## config.mk

```make
export PLATFORM = sky130hd
export DESIGN_NAME = pipl_layout_top
export DESIGN_NICKNAME = d
export VERILOG_FILES = /design/src/pipl_pkg.sv /design/src/pipl_i2c_wr.sv /design/src/pipl_channel_grid.sv /design/src/pipl_layout_top.sv
export SDC_FILE = /design/constraint.sdc
export NUM_CORES = 2
export LEC_CHECK = 0
export BUFFER_PORTS_ARGS = -buffer_cell sky130_fd_sc_hd__buf_2
export CORE_ASPECT_RATIO = 0.75
export CORE_UTILIZATION = 51
export CTS_CLUSTER_SIZE = 25
export DETAILED_ROUTE_END_ITERATION = 10
export GPL_TIMING_DRIVEN = 0
export HOLD_SLACK_MARGIN = 0.05
export PLACE_DENSITY = 0.66
export SLEW_MARGIN = 20
export SYNTH_ARGS = -nofsm -noshare
export SYNTH_HDL_FRONTEND = slang
export SYNTH_SLANG_ARGS = --single-unit
```

## constraint.sdc

```tcl
create_clock -name core_clk -period 6.9 [get_ports core_clk]
set_clock_uncertainty 0.05 [all_clocks]
set_input_delay 0.69 -clock core_clk [delete_from_list [all_inputs] [get_ports core_clk]]
set_output_delay 0.69 -clock core_clk [all_outputs]
set_load 0.02 [all_outputs]
```

## src/pipl_pkg.sv

```systemverilog
// Constants and types shared by the inset layout engine
`default_nettype none

package pipl_pkg;

    // ------------------------------------------------------------
    // Register map (subaddresses of the serial control port)
    // ------------------------------------------------------------
    localparam logic [7:0] SA_LAYOUT_CONTROL         = 8'h20;
    localparam logic [7:0] SA_MAIN_ROW_FIRST_OFFSET  = 8'h21;
    localparam logic [7:0] SA_MAIN_ROW_REPEAT_COUNT  = 8'h22;
    localparam logic [7:0] SA_MAIN_PICTURE_WIDTH     = 8'h23;
    localparam logic [7:0] SA_MAIN_PICTURE_HEIGHT    = 8'h24;
    localparam logic [7:0] SA_MAIN_ROW0_COL_SPACING  = 8'h25;
    localparam logic [7:0] SA_MAIN_ROW_SPACING       = 8'h29;
    localparam logic [7:0] SA_SUB_ROW_FIRST_OFFSET   = 8'h2A;
    localparam logic [7:0] SA_SUB_ROW_REPEAT_COUNT   = 8'h2B;
    localparam logic [7:0] SA_SUB_PICTURE_WIDTH      = 8'h2C;
    localparam logic [7:0] SA_SUB_PICTURE_HEIGHT     = 8'h2D;
    localparam logic [7:0] SA_SUB_ROW0_COL_SPACING   = 8'h2E;
    localparam logic [7:0] SA_SUB_ROW_SPACING        = 8'h32;

    // Register array indexing: index = subaddress - first subaddress
    localparam int NUM_REGS   = 19;
    localparam int IDX_CTL    = 0;
    localparam int IDX_MAIN   = 1;
    localparam int IDX_SUB    = 10;
    localparam int OFS_FIRST  = 0;
    localparam int OFS_REP    = 1;
    localparam int OFS_WIDTH  = 2;
    localparam int OFS_HEIGHT = 3;
    localparam int OFS_COLSP  = 4;
    localparam int OFS_LINESP = 8;
    localparam logic [7:0] REG_RESET = 8'h00;

    // Layout control fields
    localparam int CTL_ORDER_BIT    = 7;
    localparam int CTL_MAIN_REP_LSB = 2;
    localparam int CTL_SUB_REP_LSB  = 0;

    // Geometry
    localparam int POS_W           = 12;
    localparam int PIX_STEP_SHIFT  = 2;
    localparam int MAX_ROWS        = 4;
    localparam int GRID_POINTS     = 4;

    // Serial port slave address, arbitrary value
    localparam logic [6:0] I2C_DEV_ADDR = 7'h2A;

    typedef enum logic [1:0] {
        LAY_NONE = 2'b00,
        LAY_MAIN = 2'b01,
        LAY_SUB  = 2'b10
    } pipl_layer_t;

    typedef enum logic [1:0] {
        I2C_IDLE = 2'b00,
        I2C_DEV  = 2'b01,
        I2C_SUB  = 2'b10,
        I2C_DATA = 2'b11
    } pipl_i2c_st_t;

endpackage : pipl_pkg

`default_nettype wire

```

## src/pipl_i2c_wr.sv

```systemverilog
// Write-only serial control port slave with auto-incrementing subaddress
`default_nettype none

module pipl_i2c_wr
    import pipl_pkg::*;
(
    // Clock and reset
    input  wire logic       core_clk,
    input  wire logic       rst_b,
    // Serial bus pins
    input  wire logic       scl_i,
    input  wire logic       sda_i,
    output logic            sda_o,
    output logic            sda_oe,
    // Register write strobe
    output logic            wr_stb,
    output logic [7:0]      wr_addr,
    output logic [7:0]      wr_data
);

    pipl_i2c_st_t st_q;
    logic         scl_q;
    logic         sda_q;
    logic [3:0]   cnt_q;
    logic [7:0]   shift_q;
    logic [7:0]   sub_q;
    logic         scl_rise;
    logic         scl_fall;
    logic         start_c;
    logic         stop_c;

    // ------------------------------------------------------------
    // Bus condition detection
    // ------------------------------------------------------------
    assign scl_rise = scl_i & ~scl_q;
    assign scl_fall = ~scl_i & scl_q;
    assign start_c  = scl_i & scl_q & sda_q & ~sda_i;
    assign stop_c   = scl_i & scl_q & ~sda_q & sda_i;

    // Previous pin levels
    always_ff @(posedge core_clk) begin
        if (!rst_b) begin
            scl_q <= 1'b1;
            sda_q <= 1'b1;
        end else begin
            scl_q <= scl_i;
            sda_q <= sda_i;
        end
    end

    // Open-drain data pin only ever pulls low
    always_ff @(posedge core_clk) begin
        sda_o <= 1'b0;
    end

    // ------------------------------------------------------------
    // Byte framing, acknowledge and register writes
    // ------------------------------------------------------------
    always_ff @(posedge core_clk) begin
        if (!rst_b) begin
            st_q    <= I2C_IDLE;
            cnt_q   <= 4'h0;
            shift_q <= 8'h00;
            sub_q   <= 8'h00;
            sda_oe  <= 1'b0;
            wr_stb  <= 1'b0;
            wr_addr <= 8'h00;
            wr_data <= 8'h00;
        end else begin
            wr_stb <= 1'b0;
            if (start_c) begin
                st_q   <= I2C_DEV;
                cnt_q  <= 4'h0;
                sda_oe <= 1'b0;
            end else if (stop_c) begin
                st_q   <= I2C_IDLE;
                sda_oe <= 1'b0;
            end else if (scl_rise && st_q != I2C_IDLE) begin
                if (cnt_q == 4'h8) begin
                    cnt_q <= 4'h0;
                end else begin
                    shift_q <= {shift_q[6:0], sda_i};
                    cnt_q   <= cnt_q + 4'h1;
                end
            end else if (scl_fall && cnt_q == 4'h8) begin
                // Eighth bit done: decide on acknowledge
                case (st_q)
                    I2C_DEV: begin
                        if (shift_q == {I2C_DEV_ADDR, 1'b0}) begin
                            st_q   <= I2C_SUB;
                            sda_oe <= 1'b1;
                        end else begin
                            st_q <= I2C_IDLE;
                        end
                    end
                    I2C_SUB: begin
                        sub_q  <= shift_q;
                        st_q   <= I2C_DATA;
                        sda_oe <= 1'b1;
                    end
                    I2C_DATA: begin
                        wr_stb  <= 1'b1;
                        wr_addr <= sub_q;
                        wr_data <= shift_q;
                        sub_q   <= sub_q + 8'h01;
                        sda_oe  <= 1'b1;
                    end
                    default: begin
                        st_q <= I2C_IDLE;
                    end
                endcase
            end else if (scl_fall && cnt_q == 4'h0) begin
                sda_oe <= 1'b0; // Release after acknowledge clock
            end
        end
    end

endmodule : pipl_i2c_wr

`default_nettype wire

```

## src/pipl_channel_grid.sv

```systemverilog
// Per-channel inset placement: rows, grid points, repeats, sizes
`default_nettype none

module pipl_channel_grid
    import pipl_pkg::*;
(
    // Channel settings, stable over a field
    input  wire logic              chan_on,
    input  wire logic [1:0]        row_repeat,
    input  wire logic [7:0]        first_grid_point,
    input  wire logic [7:0]        column_repeat,
    input  wire logic [7:0]        width,
    input  wire logic [7:0]        height,
    input  wire logic [7:0]        line_spacing,
    input  wire logic [31:0]       column_spacing,
    // Raster position
    input  wire logic [POS_W-1:0]  pos_x,
    input  wire logic [POS_W-1:0]  pos_y,
    // Placement result
    output logic                   hit,
    output logic [1:0]             hit_row,
    output logic [1:0]             hit_col
);

    logic [POS_W-1:0] pic_w;
    logic [POS_W-1:0] pic_h;
    logic [POS_W-1:0] row_y;
    logic [POS_W-1:0] pic_x;
    logic [2:0]       first;
    logic [2:0]       last;

    // Offset of grid point or row idx for a given step
    function automatic logic [POS_W-1:0] span(input logic [1:0] idx, input logic [7:0] step);
        span = POS_W'(idx) * POS_W'(step);
    endfunction : span

    // Step plus one keeps the 4 pixel and 1 line minimum
    assign pic_w = (POS_W'(width) + POS_W'(1)) << PIX_STEP_SHIFT;
    assign pic_h = POS_W'(height) + POS_W'(1);

    // ------------------------------------------------------------
    // Scan rows and grid points; later match overwrites earlier
    // ------------------------------------------------------------
    always_comb begin
        hit     = 1'b0;
        hit_row = 2'h0;
        hit_col = 2'h0;
        row_y   = '0;
        pic_x   = '0;
        first   = 3'h0;
        last    = 3'h0;
        for (int r = 0; r < MAX_ROWS; r++) begin
            row_y = span(2'(r), line_spacing);
            first = {1'b0, first_grid_point[2*r +: 2]};
            last  = first + {1'b0, column_repeat[2*r +: 2]};
            // Row 0 is always shown while chan_on is set; repeat count adds rows
            if (chan_on && 2'(r) <= row_repeat && pos_y >= row_y
                && pos_y < row_y + pic_h) begin
                for (int c = 0; c < GRID_POINTS; c++) begin
                    pic_x = span(2'(c), column_spacing[8*r +: 8]) << PIX_STEP_SHIFT;
                    if (3'(c) >= first && 3'(c) <= last
                        && pos_x >= pic_x && pos_x < pic_x + pic_w) begin
                        hit     = 1'b1;
                        hit_row = 2'(r);
                        hit_col = 2'(c);
                    end
                end
            end
        end
    end

endmodule : pipl_channel_grid

`default_nettype wire

```

## src/pipl_layout_top.sv

```systemverilog
// Inset layout engine: register file, field shadow, raster and stacking
//
// Overview of operation
// - Stack bit 0 puts sub insets on top; 1 puts main insets on top.
// - Row repeat field adds rows; an enabled channel always shows one row.
// - Each row has grid points 0 to 3 spaced by its column spacing.
// - A row's first shown picture sits at its first grid point field.
// - Column repeat field adds pictures after the first, on grid points.
// - Picture width is the 8-bit field in steps of 4 pixels.
// - Picture height is the 8-bit field in steps of 1 line.
// - Grid points in a row are spaced by its field times 4 pixels.
// - Rows are spaced by the channel line spacing field in lines.
// - Pictures are at least 4 pixels wide and 1 line high.
// - At most four rows per channel and four pictures per row.
// - Main and sub have separate identical controls, shown together.
`default_nettype none

module pipl_layout_top
    import pipl_pkg::*;
(
    // Clock and reset
    input  wire logic       core_clk,
    input  wire logic       rst_b,
    // Serial control port
    input  wire logic       scl_i,
    input  wire logic       sda_i,
    output logic            sda_o,
    output logic            sda_oe,
    // Channel on/off controls
    input  wire logic       main_on,
    input  wire logic       sub_on,
    // Display raster timing
    input  wire logic       pix_en,
    input  wire logic       line_start,
    input  wire logic       field_start,
    // Inset overlay result
    output pipl_layer_t     layer_q,
    output logic [1:0]      pic_row_q,
    output logic [1:0]      pic_col_q
);

    logic [7:0]       regs_q [NUM_REGS];
    logic [7:0]       shd_q  [NUM_REGS];
    logic             main_on_q;
    logic             sub_on_q;
    logic [POS_W-1:0] x_q;
    logic [POS_W-1:0] y_q;
    logic             wr_stb;
    logic [7:0]       wr_addr;
    logic [7:0]       wr_data;
    logic             m_hit;
    logic [1:0]       m_row;
    logic [1:0]       m_col;
    logic             s_hit;
    logic [1:0]       s_row;
    logic [1:0]       s_col;
    logic             stack_main;

    // Subaddress lies within the layout register block
    function automatic logic in_layout(input logic [7:0] addr);
        in_layout = (addr >= SA_LAYOUT_CONTROL) && (addr <= SA_SUB_ROW_SPACING);
    endfunction : in_layout

    // Register index of a layout subaddress
    function automatic logic [4:0] reg_idx(input logic [7:0] addr);
        reg_idx = 5'(addr - SA_LAYOUT_CONTROL);
    endfunction : reg_idx

    // ------------------------------------------------------------
    // Serial control port
    // ------------------------------------------------------------
    pipl_i2c_wr u_i2c (
        .core_clk (core_clk),
        .rst_b    (rst_b),
        .scl_i    (scl_i),
        .sda_i    (sda_i),
        .sda_o    (sda_o),
        .sda_oe   (sda_oe),
        .wr_stb   (wr_stb),
        .wr_addr  (wr_addr),
        .wr_data  (wr_data)
    );

    // ------------------------------------------------------------
    // Write-only register file
    // ------------------------------------------------------------
    // Writes outside the layout block are ignored here
    always_ff @(posedge core_clk) begin
        if (!rst_b) begin
            for (int i = 0; i < NUM_REGS; i++) begin
                regs_q[i] <= REG_RESET;
            end
        end else if (wr_stb && in_layout(wr_addr)) begin
            regs_q[reg_idx(wr_addr)] <= wr_data;
        end
    end

    // Field-start shadow so a half-written layout is never shown
    always_ff @(posedge core_clk) begin
        if (!rst_b) begin
            for (int i = 0; i < NUM_REGS; i++) begin
                shd_q[i] <= REG_RESET;
            end
            main_on_q <= 1'b0;
            sub_on_q  <= 1'b0;
        end else if (field_start) begin
            for (int i = 0; i < NUM_REGS; i++) begin
                shd_q[i] <= regs_q[i];
            end
            main_on_q <= main_on;
            sub_on_q  <= sub_on;
        end
    end

    // ------------------------------------------------------------
    // Raster position counters
    // ------------------------------------------------------------
    always_ff @(posedge core_clk) begin
        if (!rst_b) begin
            x_q <= '0;
            y_q <= '0;
        end else if (field_start) begin
            x_q <= '0;
            y_q <= '0;
        end else if (line_start) begin
            x_q <= '0;
            y_q <= y_q + POS_W'(1);
        end else if (pix_en) begin
            x_q <= x_q + POS_W'(1);
        end
    end

    // ------------------------------------------------------------
    // Two identical, independent channel placers
    // ------------------------------------------------------------
    pipl_channel_grid u_main (
        .chan_on          (main_on_q),
        .row_repeat       (shd_q[IDX_CTL][CTL_MAIN_REP_LSB +: 2]),
        .first_grid_point (shd_q[IDX_MAIN + OFS_FIRST]),
        .column_repeat    (shd_q[IDX_MAIN + OFS_REP]),
        .width            (shd_q[IDX_MAIN + OFS_WIDTH]),
        .height           (shd_q[IDX_MAIN + OFS_HEIGHT]),
        .line_spacing     (shd_q[IDX_MAIN + OFS_LINESP]),
        .column_spacing   ({shd_q[IDX_MAIN + OFS_COLSP + 3], shd_q[IDX_MAIN + OFS_COLSP + 2],
                            shd_q[IDX_MAIN + OFS_COLSP + 1], shd_q[IDX_MAIN + OFS_COLSP]}),
        .pos_x            (x_q),
        .pos_y            (y_q),
        .hit              (m_hit),
        .hit_row          (m_row),
        .hit_col          (m_col)
    );

    pipl_channel_grid u_sub (
        .chan_on          (sub_on_q),
        .row_repeat       (shd_q[IDX_CTL][CTL_SUB_REP_LSB +: 2]),
        .first_grid_point (shd_q[IDX_SUB + OFS_FIRST]),
        .column_repeat    (shd_q[IDX_SUB + OFS_REP]),
        .width            (shd_q[IDX_SUB + OFS_WIDTH]),
        .height           (shd_q[IDX_SUB + OFS_HEIGHT]),
        .line_spacing     (shd_q[IDX_SUB + OFS_LINESP]),
        .column_spacing   ({shd_q[IDX_SUB + OFS_COLSP + 3], shd_q[IDX_SUB + OFS_COLSP + 2],
                            shd_q[IDX_SUB + OFS_COLSP + 1], shd_q[IDX_SUB + OFS_COLSP]}),
        .pos_x            (x_q),
        .pos_y            (y_q),
        .hit              (s_hit),
        .hit_row          (s_row),
        .hit_col          (s_col)
    );

    // ------------------------------------------------------------
    // Channel stacking and registered overlay output
    // ------------------------------------------------------------
    assign stack_main = shd_q[IDX_CTL][CTL_ORDER_BIT];

    always_ff @(posedge core_clk) begin
        if (!rst_b) begin
            layer_q   <= LAY_NONE;
            pic_row_q <= 2'h0;
            pic_col_q <= 2'h0;
        end else if (pix_en) begin
            if (m_hit && (stack_main || !s_hit)) begin
                layer_q   <= LAY_MAIN;
                pic_row_q <= m_row;
                pic_col_q <= m_col;
            end else if (s_hit) begin
                layer_q   <= LAY_SUB;
                pic_row_q <= s_row;
                pic_col_q <= s_col;
            end else begin
                layer_q   <= LAY_NONE;
                pic_row_q <= 2'h0;
                pic_col_q <= 2'h0;
            end
        end
    end

    // ------------------------------------------------------------
    // Assertions
    // ------------------------------------------------------------
    logic [POS_W-1:0] chk_main_w;
    logic [POS_W-1:0] chk_main_h;
    logic [2:0]       chk_first;
    logic [2:0]       chk_last;
    logic             lay_new_q;

    assign chk_main_w = (POS_W'(shd_q[IDX_MAIN + OFS_WIDTH]) + POS_W'(1)) << PIX_STEP_SHIFT;
    assign chk_main_h = POS_W'(shd_q[IDX_MAIN + OFS_HEIGHT]) + POS_W'(1);
    assign chk_first  = {1'b0, shd_q[IDX_MAIN + OFS_FIRST][2*pic_row_q +: 2]};
    assign chk_last   = chk_first + {1'b0, shd_q[IDX_MAIN + OFS_REP][2*pic_row_q +: 2]};

    // Overlay stale until first pixel of a field
    always_ff @(posedge core_clk) begin
        if (!rst_b || field_start) begin
            lay_new_q <= 1'b0;
        end else if (pix_en) begin
            lay_new_q <= 1'b1;
        end
    end
endmodule : pipl_layout_top

`default_nettype wire

```

After elaboration in Yosys (flattened, before gate mapping). Memories as Yosys holds them, arrays and structs flattened. Index checks and enable logic that the tools add are counted.

Register bits: 74. RAM bits: 304. Output and inout bits: 8. Logic and storage cells: 550. Memories: 2.

$add $sub $neg: 47. Multiply operators: 10. Order comparisons: 132. Equal/unequal tests: 9. Muxes and demuxes: 156. Bitwise operators: 37. Reduce and logical (&&, ||, !) cells: 139.

Memories: regs_q (words 19, width 8, read ports 19, clocked after memory_dff 0, write ports 19, RTL line pipl_layout_top.sv:42) `logic [7:0] regs_q [NUM_REGS];`; shd_q (words 19, width 8, read ports 19, clocked after memory_dff 0, write ports 19, RTL line pipl_layout_top.sv:43) `logic [7:0] shd_q [NUM_REGS];`.

Operators with widths (number): < comparator 12 bit (33); 2-to-1 mux 8 bit (20); 2-to-1 mux 2 bit (65); greater-or-equal comparator 12 x 10 -> 1 bit (10); logical AND 1 bit (118); multiplier 2 x 8 -> 10 bit, first input constant (10); greater-or-equal comparator 12 x 11 -> 1 bit (8); greater-or-equal comparator 12 bit (8); adder 10 x 12 -> 12 bit (6); 2-to-1 mux 1 bit (66); adder 10 x 11 -> 12 bit (4); adder 11 x 11 -> 12 bit (4); adder 11 x 12 -> 12 bit (4); adder 12 x 11 -> 12 bit (4); adder 12 bit (4); less-or-equal comparator 1 x 3 -> 1 bit, first input constant (16); less-or-equal comparator 2 x 3 -> 1 bit, first input constant (16); adder 8 x 1 -> 9 bit, second input constant (4); greater-or-equal comparator 1 x 2 -> 1 bit, first input constant (16); adder 12 x 1 -> 12 bit, second input constant (2); adder 2 x 2 -> 3 bit (8); adder 8 x 12 -> 12 bit (2); adder 9 x 12 -> 12 bit (2); greater-or-equal comparator 12 x 1 -> 1 bit, second input constant (2); other kinds (38) (98).

Longest topological paths before layout. An unclocked memory read counts as a cell.

Depth after elaboration: 30. Gate-level depth with buffers: 25.

Cells and area by module. From an unflattened synthesis, not the netlist that was laid out.

Cells, all modules: 4294. Area, all modules: 40083.4 µm².

By module, submodules not included: pipl_layout_top (instances 1, cells an instance 898, area each 12904.9 µm², sequential area each 9509.1 µm²); pipl_channel_grid (u_sub) (instances 1, cells an instance 1588, area each 12649.6 µm², sequential area each 0.0 µm²); pipl_channel_grid (u_main) (instances 1, cells an instance 1572, area each 12583.3 µm², sequential area each 0.0 µm²); pipl_i2c_wr (instances 1, cells an instance 236, area each 1945.6 µm², sequential area each 840.8 µm²).

Worst setup path before layout. OpenSTA, ideal clock, no wires.

Kind: input port to flip-flop. From: input field_start. To: memory shd_q[0][0] (enable). Library setup time: 571 ps. Arrival time: 5322 ps. Required time: 6279 ps. Setup slack: 956 ps. Stages: 3. Path buffers: 2. Cell sequence: clkbuf_1 -> nand2b_1 -> buf_1.

RTL lines: start, declared (RTL line pipl_layout_top.sv:35) `input wire logic field_start,`; end, declared (RTL line pipl_layout_top.sv:43).

==> summary.txt <==
Outcome: completed
Max_cap viols: 0
Clock power frac: 31.0%
Reg power frac: 36.6%
Power Internal: 4.834 mW
Yosys top cell by area: ha_1
Share of layout cells above drive strength 1: 3.489%
Post-CTS sizing: 0
Die Height: 242.3 um
Vias/cell: 5.846
TritonCTS clock tree: yes
Io pins: 17
Reg-to-Reg End: pic_col_q[0]$_SDFFE_PN0P_
CP Data Required Time: 7.36 ns
Initial antenna violation count: 4
CP Launch Type: flip-flop
Synth Warn #: 0
Most used cell, CP: a21oi_1
Global-route wire length before repair: 172300 um
Cell at the slowest stage of the critical path: a311oi_1
Sequential fraction of the synthesis area: 26.36%
Hold path depth: 2
Htree depth: 2
Clk slew on worst S/H paths: 0.06 ns
Switching share of power: 33.22%
Hold WS: 0.3201 ns
CTS max path bufs: 3
Crit Path Category: flip-flop to flip-flop
Setup crit end kind: flip-flop
Max VDD drop: 0.0001797 V
GRT Util Overall: 28.33%
Worst Hold Launch: scl_i
Reg2Reg Launch Point: shd_q[1][9]$_SDFFCE_PN0P_
Mux cell area share after synthesis: 0.3601%
Core area: 0.07565 mm2
Final Non-Filler Cells: 5380
Worst Hold End: u_i2c.scl_q$_SDFF_PN1_
Num CTS Buffers: 40
Largest family of logic cells by synthesized area: adder cells
Setup violators final: 0
Clock Root Buffer: clkbuf_16
Syn avg cell area: 9.254 um2
Max Fclk: 160.1 MHz
Arrival @ worst endpoint: 6.70 ns
Top delay family on crit path: compound AO/OA/AOI/OAI gates
WL/cell: 20.73 um
Number of synthesized flops with an enable pin: 290
Synth Area in XOR/XNOR: 6.558%
Synth Instances: 4243
Netlist cell types: 88
Die Area: 0.07812 mm2
Hold Vio Cnt, Final: 0
Synth Flop Type: edfxtp_1
Total gr overflow: 0
DIE WIDTH: 322.4 um
Initial DRC count: 2605
Syn Nets: 5200
Slew margin rel.: 21.26%
Fin util: 56.34%
Final cycle utilization of the critical path: 90.51%
CTS Hold Bufs: 0
P&R area growth vs syn: 8.543%
Final min period: 6.245 ns
Clock sinks: 372
RSZ-0062 raised after global routing: no
Number of placement rows: 87
Crit-path max cell delay: 0.76 ns
Async SR Flop Fraction: 0%
# diodes: 0
Worst-margin pin slew: 1.181 ns
Gp weighted congestion: 0.9341
Clk Latency, worst-skew pair: 0.59 ns
Post-synthesis adder-cell area fraction: 31.13%
Switch Pwr: 2.405 mW
Synth Area in Simple Gates: 12.73%
Reg2reg setup slack: 0.66 ns
Buf/Inv on CP: 1
Antenna Nets Post-Route: 0
TritonRoute pass-1 iters: 5
CP Max Fanout: 17
PD cells: 169.9 mW/mm2
Initial cell density of the core: 51.90%
Most frequent cell after synthesis: ha_1
Synth area leaders: ha_1, edfxtp_1, a21oi_1
Final Max Slew Viols: 0
Worst-case reg-to-reg path depth: 22
Placed Instances: 5305
Drt drc: 0
Final WL: 111500 um
Combinational share of power: 32.4%
Leakage power: 20.68 nW
Share of the synthesized area in the top cell type: 28.68%
Largest net degree at the start of global routing: 43
CP cell instances: ha_2 > inv_1 > fa_1 > nor2b_1 > o21ai_0 > a21oi_1 > o21ai_0 > nand2b_1 > a21o_1 > a21oi_1 > xnor2_1 > ha_1 > and4_1 > a2111oi_0 > o211ai_1 > a311oi_1 > nand2b_1 > a221oi_1 > a21oi_1 > a211oi_1 > o211ai_1 > nand3_1
Post-DP HPWL: 85180 um
Min-Delay Path Class: input pin to flip-flop
Final #Nets: 5282
Synth Cell Area: 0.03927 mm2
Commonest cells post-synth: ha_1, inv_1, a21oi_1, edfxtp_1, nor2_1
Vias: 31451
Vias in the first global route: 29439
Post-CTS Setup Repair Bufs: 0
Port Buffer Count: 11
#FFs+latches synth: 372
Synth Area in Compound Gates: 17.78%
worst max-delay path by stage:
stage	start	to	cells after the start
2_1_floorplan	field_start	shd_q[0][0]$_SDFFCE_PN0P_	3
3_3_place_gp	field_start	shd_q[8][8]$_SDFFCE_PN0P_	3
3_5_place_dp	shd_q[1][9]$_SDFFCE_PN0P_	pic_col_q[0]$_SDFFE_PN0P_	22
4_1_cts	shd_q[1][9]$_SDFFCE_PN0P_	pic_col_q[0]$_SDFFE_PN0P_	22
5_1_grt	shd_q[1][9]$_SDFFCE_PN0P_	pic_col_q[0]$_SDFFE_PN0P_	22
6_report	shd_q[1][9]$_SDFFCE_PN0P_	pic_col_q[0]$_SDFFE_PN0P_	22
power by group through the flow:
stage | clock network (mW) | registers (mW) | logic [mW]
floorplan | 0 | 2.64 | 1.81
global placement | 0 | 2.70 | 2.23
detailed placement | 0 | 2.69 | 2.32
CTS | 2.26 | 2.64 | 2.34
global route | 2.34 | 2.65 | 2.69
finish | 2.25 | 2.65 | 2.35
cells in the final DEF (no fill, tap or decap), types with 21 or more instances in the layout:
master	instances
edfxtp_1	290
o21ai_0	175
inv_1	445
nand2b_1	68
nand4_1	30
o21a_1	37
clkbuf_16	42
a31oi_1	21
or3_1	22
nor2b_1	55
dfxtp_1	73
o211ai_1	50
fa_1	48
o21bai_1	90
nand2_1	197
a211oi_1	51
clkbuf_1	81
xnor2_1	168
a21o_1	123
xor2_1	114
a21oi_1	398
nor2_1	254
and3_1	179
ha_1	899
nor3_1	25
nand3_1	93
stage by stage:
stage | setup WS, ns | power, mW | area [um2] | setup TNS, ns
finish | 0.6551 | 7.239 | 42620 | 0
CTS | 0.3581 | 7.238 | 42610 | 0
global placement | -1.326 | 4.926 | 40600 | -207.68
floorplan | 0.9564 | 4.450 | 39270 | 0
global route | 0.1895 | 7.686 | 42620 | 0
detailed placement | 0.4498 | 5.004 | 41260 | 0
logic make-up (layout without fill, tap and decap cells):
family	after synthesis	count (layout)
AOI/OAI and AO/OA	1096	1096
and+or+nand+nor	991	991
DFF	372	372
buffers and inverters	527	641
xor gates and xnor gates	294	294
other	1	1
adders and majority gates	948	948
muxes	14	14
per-layer routing:
metal | routed length (um) | global-route usage, % | vias to the layer above
met4 | 2486 | 6.345 | 0
met3 | 7681 | 3.185 | 141
met2 | 45780 | 42.12 | 911
met5 | 0 | 0 | -
met1 | 55570 | 43.45 | 14759
li1 | - | - | 15640
final cells by class:
| class | count | area [um2] |
|---|---|---|
| clock inverter | 18 | 224.0 |
| fill | 6676 | 33030 |
| sequential | 372 | 10380 |
| inverter | 447 | 1678 |
| buffer | 80 | 321.6 |
| timing repair buffer | 40 | 565.5 |
| clock buffer | 56 | 1124 |
| multi-input combinational | 3344 | 27040 |
| tap | 1023 | 1280 |
state kept, by name, summed over array words and instances, names as in the netlist, 4 cells and up:
signal,count
shd_q,149
u_i2c.wr_addr,8
u_i2c.cnt_q,4
u_i2c.sub_q,8
u_i2c.wr_data,8
x_q,12
y_q,12
regs_q,149
u_i2c.shift_q,8
worst register-to-register path, cell delays in order, from the launching register on:
cell	delay (ns)
edfxtp_1	0.44
ha_2	0.75
inv_1	0.41
fa_1	0.53
nor2b_1	0.12
o21ai_0	0.13
a21oi_1	0.20
o21ai_0	0.11
nand2b_1	0.11
a21o_1	0.13
a21oi_1	0.07
xnor2_1	0.13
ha_1	0.30
and4_1	0.22
a2111oi_0	0.43
o211ai_1	0.16
a311oi_1	0.76
nand2b_1	0.15
a221oi_1	0.31
a21oi_1	0.12
a211oi_1	0.28
o211ai_1	0.14
nand3_1	0.11
No activity file was read; power rests on OpenSTA's default activity.
